$ cat src/adc_out_defs.svh
// Constants for the converter output port and power mode control
`ifndef ADC_OUT_DEFS_SVH
`define ADC_OUT_DEFS_SVH
`define SAMPLE_WIDTH 10
`define NAP_RECOVERY_CYCLES 100
`define SLEEP_RECOVERY_MS 2
`define CLK_HZ 50000000
`define SLEEP_RECOVERY_CYCLES ((`SLEEP_RECOVERY_MS * `CLK_HZ) / 1000)
`define OFFSET_BINARY_MID 10'h200
`endif

$ cat src/adc_out_pkg.sv
// Types for the converter output port and power mode control
package adc_out_pkg;
   typedef enum logic [1:0] {
      MODE_NORMAL,
      MODE_HIZ,
      MODE_SLEEP,
      MODE_NAP
   } power_mode_type;
endpackage

$ cat src/adc_output_power_mode_ctrl.sv
// Output port tri-state and power mode control of the converter
`timescale 1ns/1ns
`include "adc_out_defs.svh"

// Overview of operation
// RQ1: Output disable high tri-states data and flag
// RQ2: Partner keeps disable static during fast conversion; the model here switches it on every request
// RQ3: Power down select low gives normal operation
// RQ4: Select and disable high: sleep, reference off
// RQ5: Partner ignores samples milliseconds after sleep; the model here waits SLEEP_WAIT cycles, 200 by default
// RQ6: Select high, disable low: nap, reference kept
// RQ7: Partner discards about 100 samples after nap
// RQ8: Sleep and nap tri-state all outputs
// RQ9: Flag high when input exceeds convertible range
// RQ10: Ten bit sample word, bit 9 most significant
// RQ11: Normal enabled mode drives one word per clock
module adc_output_power_mode_ctrl
   import adc_out_pkg::*;
#(
   parameter int SAMPLE_WIDTH = `SAMPLE_WIDTH,
   parameter int NAP_RECOVERY_CYCLES = `NAP_RECOVERY_CYCLES,
   parameter int SLEEP_RECOVERY_CYCLES = `SLEEP_RECOVERY_CYCLES
) (
   // Clock and reset
   input wire logic i_sys_clk,
   input wire logic i_rst_n,
   // Control pins from the receiving logic
   input wire logic i_power_down_select,
   input wire logic i_output_disable_n_hi,
   // Conversion result from the pipeline core
   input wire logic [SAMPLE_WIDTH-1:0] i_core_code,
   input wire logic i_core_over,
   input wire logic i_core_under,
   // Parallel output port, two signals per pin
   output logic [SAMPLE_WIDTH-1:0] o_sample_word,
   output logic [SAMPLE_WIDTH-1:0] o_sample_word_oe,
   output logic o_range_exceeded_flag,
   output logic o_range_exceeded_flag_oe,
   // Power control of the analog core
   output logic o_core_power_on,
   output logic o_reference_on,
   output logic o_data_settled,
   output power_mode_type o_mode
);
   localparam int CNT_W = 24;

   power_mode_type mode_q;
   power_mode_type mode_d;
   logic [SAMPLE_WIDTH-1:0] word_q;
   logic [SAMPLE_WIDTH-1:0] word_d;
   logic flag_q;
   logic flag_d;
   logic drive_q;
   logic drive_d;
   logic load;
   logic [CNT_W-1:0] load_count;
   logic settled;

   // Decodes the two control pins into a power mode
   function automatic power_mode_type decode_mode(input logic sel, input logic dis);
      power_mode_type m;
      m = MODE_NORMAL;
      if (!sel) begin
         m = dis ? MODE_HIZ : MODE_NORMAL; // RQ3
      end else if (dis) begin
         m = MODE_SLEEP; // RQ4
      end else begin
         m = MODE_NAP; // RQ6
      end
      return m;
   endfunction

   // Next mode, word and drive enable
   always_comb begin
      mode_d = decode_mode(i_power_down_select, i_output_disable_n_hi);
      word_d = word_q;
      flag_d = flag_q;
      drive_d = 1'b0;
      case (mode_d)
         MODE_NORMAL: begin
            word_d = i_core_code; // RQ10 RQ11
            flag_d = i_core_over | i_core_under; // RQ9
            drive_d = 1'b1;
         end
         MODE_HIZ: begin
            drive_d = 1'b0; // RQ1
         end
         MODE_SLEEP, MODE_NAP: begin
            drive_d = 1'b0; // RQ8
         end
         default: begin
            drive_d = 1'b0;
         end
      endcase
   end

   // Recovery load on leaving a powered-down mode
   always_comb begin
      load = 1'b0;
      load_count = '0;
      if (mode_q == MODE_SLEEP && mode_d != MODE_SLEEP) begin
         load = 1'b1;
         load_count = CNT_W'(SLEEP_RECOVERY_CYCLES); // RQ5
      end else if (mode_q == MODE_NAP && mode_d != MODE_NAP) begin
         load = 1'b1;
         load_count = CNT_W'(NAP_RECOVERY_CYCLES); // RQ7
      end
   end

   // State registers
   always_ff @(posedge i_sys_clk) begin
      if (!i_rst_n) begin
         mode_q <= MODE_HIZ;
         word_q <= SAMPLE_WIDTH'(`OFFSET_BINARY_MID);
         flag_q <= 1'b0;
         drive_q <= 1'b0;
      end else begin
         mode_q <= mode_d;
         word_q <= word_d;
         flag_q <= flag_d;
         drive_q <= drive_d;
      end
   end

   // Recovery timer, frozen while still powered down
   settle_counter #(
      .WIDTH(CNT_W)
   ) u_settle (
      .i_sys_clk(i_sys_clk),
      .i_rst_n(i_rst_n),
      .i_load(load),
      .i_count(load_count),
      .i_hold(mode_q == MODE_SLEEP || mode_q == MODE_NAP),
      .o_done(settled)
   );

   // Output drive
   assign o_sample_word = word_q;
   assign o_sample_word_oe = {SAMPLE_WIDTH{drive_q}}; // RQ1 RQ8
   assign o_range_exceeded_flag = flag_q;
   assign o_range_exceeded_flag_oe = drive_q; // RQ1
   assign o_core_power_on = (mode_q != MODE_SLEEP) && (mode_q != MODE_NAP); // RQ4 RQ6
   assign o_reference_on = (mode_q != MODE_SLEEP); // RQ4 RQ6
   assign o_data_settled = settled && o_core_power_on; // RQ5 RQ7
   assign o_mode = mode_q;

   // Disable high tri-states the port one clock later; pins seen during reset start nothing
   property p_disable_hiz;
      @(posedge i_sys_clk) disable iff (!i_rst_n)
      i_rst_n && i_output_disable_n_hi |=> (o_sample_word_oe == '0) && !o_range_exceeded_flag_oe;
   endproperty
   a_disable_hiz: assert property (p_disable_hiz) else $error("port driven while disabled"); // RQ1

   property p_normal;
      @(posedge i_sys_clk) disable iff (!i_rst_n)
      i_rst_n && !i_power_down_select && !i_output_disable_n_hi |=> o_mode == MODE_NORMAL && o_range_exceeded_flag_oe;
   endproperty
   a_normal: assert property (p_normal) else $error("normal mode not entered"); // RQ3

   property p_sleep;
      @(posedge i_sys_clk) disable iff (!i_rst_n)
      i_rst_n && i_power_down_select && i_output_disable_n_hi |=> !o_reference_on && !o_core_power_on;
   endproperty
   a_sleep: assert property (p_sleep) else $error("sleep did not power down"); // RQ4

   property p_nap;
      @(posedge i_sys_clk) disable iff (!i_rst_n)
      i_rst_n && i_power_down_select && !i_output_disable_n_hi |=> o_reference_on && !o_core_power_on;
   endproperty
   a_nap: assert property (p_nap) else $error("nap reference state wrong"); // RQ6

   property p_low_power_hiz;
      @(posedge i_sys_clk) disable iff (!i_rst_n)
      (o_mode == MODE_SLEEP || o_mode == MODE_NAP) |-> !o_range_exceeded_flag_oe && o_sample_word_oe == '0;
   endproperty
   a_low_power_hiz: assert property (p_low_power_hiz) else $error("outputs driven in low power"); // RQ8

   property p_flag;
      @(posedge i_sys_clk) disable iff (!i_rst_n)
      (i_rst_n && !i_power_down_select && !i_output_disable_n_hi) |=>
         o_range_exceeded_flag == $past(i_core_over | i_core_under);
   endproperty
   a_flag: assert property (p_flag) else $error("range flag mismatch"); // RQ9

   property p_word;
      @(posedge i_sys_clk) disable iff (!i_rst_n)
      (i_rst_n && !i_power_down_select && !i_output_disable_n_hi) |=> o_sample_word == $past(i_core_code);
   endproperty
   a_word: assert property (p_word) else $error("sample word not updated"); // RQ10 RQ11

   property p_nap_recovery;
      @(posedge i_sys_clk) disable iff (!i_rst_n)
      (o_mode == MODE_NAP) ##1 (o_mode == MODE_NORMAL) [*8] |-> !o_data_settled;
   endproperty
   a_nap_recovery: assert property (p_nap_recovery) else $error("settled too soon after nap"); // RQ7
endmodule

$ cat src/settle_counter.sv
// Down counter that marks output data valid after a recovery period
`timescale 1ns/1ns
module settle_counter #(
   parameter int WIDTH = 24
) (
   // Clock and reset
   input wire logic i_sys_clk,
   input wire logic i_rst_n,
   // Control
   input wire logic i_load,
   input wire logic [WIDTH-1:0] i_count,
   input wire logic i_hold,
   // Status
   output logic o_done
);
   logic [WIDTH-1:0] count_q;
   logic [WIDTH-1:0] count_d;

   // Next count: reload on a mode exit, count down when not held and not zero
   always_comb begin
      count_d = count_q;
      if (i_load) begin
         count_d = i_count;
      end else if (!i_hold && count_q != '0) begin
         count_d = count_q - 1'b1;
      end
   end

   // Count register
   always_ff @(posedge i_sys_clk) begin
      if (!i_rst_n) begin
         count_q <= '0;
      end else begin
         count_q <= count_d;
      end
   end

   assign o_done = (count_q == '0);
endmodule
$ cat config.mk
export PLATFORM = sky130hd
export DESIGN_NAME = adc_output_power_mode_ctrl
export DESIGN_NICKNAME = d
export VERILOG_FILES = /design/src/adc_out_pkg.sv /design/src/adc_output_power_mode_ctrl.sv /design/src/settle_counter.sv
export VERILOG_INCLUDE_DIRS = /design/src
export SDC_FILE = /design/constraint.sdc
export NUM_CORES = 1
export LEC_CHECK = 0
export ABC_AREA = 0
export CAP_MARGIN = 20
export CORE_ASPECT_RATIO = 0.8
export CORE_MARGIN = 4
export CORE_UTILIZATION = 50
export DETAILED_ROUTE_END_ITERATION = 8
export DONT_BUFFER_PORTS = 1
export PLACE_DENSITY_LB_ADDON = 0.08
export SETUP_SLACK_MARGIN = 0.15
export SLEW_MARGIN = 10
export SYNTH_ARGS = -nofsm -noshare
export SYNTH_HDL_FRONTEND = slang
export SYNTH_SLANG_ARGS = --single-unit
$ cat constraint.sdc
create_clock -name i_sys_clk -period 2.25 [get_ports i_sys_clk]
set_input_delay 0.45 -clock i_sys_clk [delete_from_list [all_inputs] [get_ports i_sys_clk]]
set_output_delay 0.45 -clock i_sys_clk [all_outputs]
set_load 0.005 [all_outputs]
==> reports/metrics.cfg <==
[global_route]
grt.overflow.total=0
grt_pass1_wl_um=7396
gr-usage-all-layers_pct=18.75
antenna_found_initial=0
first_global_vias=1575
grt_max_degree=17

[power]
power_frac_seq_pct=24.9
ir_worst_vdd_uv=1139
power_leakage_nw=0.8797
swShare_pct=43.19
internal_power_mw=2.510
power.switching_mw=1.908
pwr_density_cell_nw_per_um2=1964
clkPwrFrac_pct=16.3
pwr-share-comb_pct=58.9

[worst_hold_path]
hold_class=in -> reg
holdPathEnd=o_sample_word[9]$_SDFFE_PN1N_
min_from=i_rst_n
hold-path-cell-count=1

[clocking]
ctsLongestPathBuffers=2
cts_hold_buffers=0
clock_latency_ns=0.29
cts_inserted_buffers=5
h-tree-depth=2
clockRootBuffer=clkbuf_8
cts_sinks=38
cts_tree=built
clk_pin_slew_worst_paths_ns=0.08

[worst_setup_path]
crit_type=reg -> out
cp.arrival_ns=1.95
rr_startpoint=u_settle.count_q[15]$_SDFFE_PN0P_
endpoint_kind=primary output
crit_fanout=2
r2r_end=u_settle.count_q[16]$_SDFFE_PN0P_
max_stage_delay_ns=0.55
crit_chain=or4_4 > or4_4 > nor4_4 > buf_4
crit_start=u_settle.count_q[15]$_SDFFE_PN0P_
r2r_setup_slack_ns=-0.10
cp-start-kind=flop
ff2ff_path_depth=8
cpMostUsedCell=or4_4
critPathSlowestCell=or4_4
required_ns=1.80

[logic_synthesis]
ys_top_cells_by_count=dfxtp_1 (38), nor2_1 (22), nand2_1 (16)
syn_nets=240
yosys.area.top_type_share_pct=39.61
syn_area_per_cell_um2=8.810
ys_types=46
synth.most_common_cell=dfxtp_1
synth_edf_count=0
synth_area_leaders=dfxtp_1 (40%), mux2i_1 (5.7%), buf_4 (4.3%), nor2_1 (4.3%), ha_1 (3.9%)
synth_ff_type=dfxtp_1
synth_seq_cells=38
ys_async_sr_fraction_pct=0
yosysSeqAreaShare_pct=39.61
yosys_warnings=0
syn_area_um2=1921
synth_cells=218
synth_largest_area_cell=dfxtp_1

[sta]
relSlewSlack_pct=55.43
setup_ws_ns=-0.1518
max_freq_mhz=416.4
finalCritPeriodShare_pct=106.7
holdWs_ns=0.2161
finalClockSkew_ns=0.005685
setup_viol=13
drv_slew=0
period_needed_ns=2.402
worst_slew_pin_slew_ns=0.6686
setup_tns_ns=-0.8280
hold_violations=0
rsz0062_at_grt=true

[die]
start_util_pct=53.86
die_y_um=63.44
io_pins=43
die_w_um=77.29
core_um2=3566
die_area_um2=4903
row_count=19

[finish]
drive_gt1_share_pct=22.91
syn2layout_area_growth_pct=17.13
fin_nets=248
fillCellCount=309
diodes=0

[drt]
viasPerCell=6.312
drc_errors=0
drt_iter0_drc=93
firstDrtPassIters=4
via_count=1698
routedWlPerCell_um=17.71
ant_nets=0
wl_um=4765

[placement]
io_buffers=0
place_congestion=0.8350
hpwl_um=3351

[job]
maxCapViolations=0

[status]
status=complete, but fails checks
failed_checks=negative setup slack

==> registers in the layout, indices dropped and copies added (netlist names) <==
name and flops:
o_range_exceeded_flag_oe 1, u_settle.count_q 24, o_range_exceeded_flag 1, o_sample_word 10
o_mode 2
==> worst max-delay path, delay by kind of cell, from the launching register on <==
| family | cells | cell delay, ns |
|---|---|---|
| flops | 1 | 0.32 |
| simple gates | 3 | 1.18 |
| buf+inv | 1 | 0.16 |
==> power by group through the flow <==
stage / combinational, mW / clock [mW] / sequential (mW)
after floorplan: 1.45 / 0 / 1.05
after global placement: 1.96 / 0 / 1.07
after detailed placement: 2.02 / 0 / 1.08
after CTS: 2.19 / 0.732 / 1.07
after global routing: 2.81 / 0.756 / 1.13
final: 2.60 / 0.718 / 1.10
==> layout by cell type, fill, tap and decap left out, types with 3 or more instances in the layout <==
cell type,synthesis,final
nand2b_1,5,5
nor3_1,3,3
or4_2,3,3
a31oi_1,5,4
nand2_1,16,16
nor2_1,22,22
dfxtp_1,38,37
o21ai_0,4,3
or3_2,5,5
nand3b_1,3,3
and2_1,3,3
mux2i_1,11,11
buf_4,11,16
ha_1,6,6
a21oi_1,13,12
buf_6,1,4
inv_1,7,7
nand4_1,3,3
nand3_1,7,7
clkbuf_8,0,6
nor4_1,6,4
o31ai_1,5,4
o211ai_1,3,3
==> worst max-delay path by stage <==
| stage | end | slack [ns] | cells after the start |
|---|---|---|---|
| 4_1_cts | o_data_settled | -0.17 | 4 |
| 3_3_place_gp | o_data_settled | 0.10 | 4 |
| 2_1_floorplan | u_settle.count_q[4]$_SDFFE_PN0P_ | 0.12 | 7 |
| 3_5_place_dp | o_data_settled | 0.09 | 4 |
| 6_report | o_data_settled | -0.15 | 4 |
| 5_1_grt | o_data_settled | -0.17 | 4 |
==> area by class of cell <==
cell class / instances / area (µm²) / share of cell area (%)
multi-input cells: 154 / 1101 / 48.94
clock buffers: 6 / 82.58 / 3.671
well taps: 42 / 52.55 / 2.336
repair buffers: 20 / 165.2 / 7.341
inverters: 7 / 26.28 / 1.168
clock inverters: 2 / 60.06 / 2.670
flip-flops and latches: 38 / 762.0 / 33.87
==> kinds of logic (layout without fill, tap and decap cells) <==
logic type	count (synthesis)	in the layout	share of synthesized area, %
adder cells (fa/ha/maj)	6	6	3.909
AND/OR/NAND/NOR	90	90	25.86
XOR/XNOR	2	2	0.9122
multiplexers	11	11	5.733
buffers and inverters	26	35	7.752
AO/OA/AOI/OAI	45	45	16.22
flip-flops	38	38	39.61
==> per-layer routing <==
| metal | share of wire [%] | vias up | track usage (%) |
|---|---|---|---|
| li1 | - | 812 | - |
| met4 | 0.78 | 0 | 3.333 |
| met2 | 48 | 42 | 31.25 |
| met3 | 5.1 | 6 | 6.125 |
| met1 | 46 | 838 | 23.91 |
| met5 | 0 | - | 0 |
==> metrics by stage <==
step / instance area [µm²] / setup slack (ns) / total power [mW] / utilization (%) / instances
after global routing: 2250 / -0.1698 / 4.687 / 63.09 / 269
after global placement: 1978 / 0.1025 / 3.033 / 55.47 / 256
final: 2250 / -0.1518 / 4.418 / 63.09 / 269
after CTS: 2151 / -0.1733 / 3.998 / 60.32 / 265
after floorplan: 1936 / 0.1181 / 2.496 / - / 218
after detailed placement: 1978 / 0.08615 / 3.108 / 55.47 / 256
==> what timing repair did <==
action | 4_1_cts | 5_1_grt
endpoints found under the setup margin | 7 | 24
resized for setup | 4 | 15
pin swaps | 2 | 6
hold endpoints to repair | 0 | 0
buffers inserted | 1 | 4
Power figures use the tool's default switching activity.
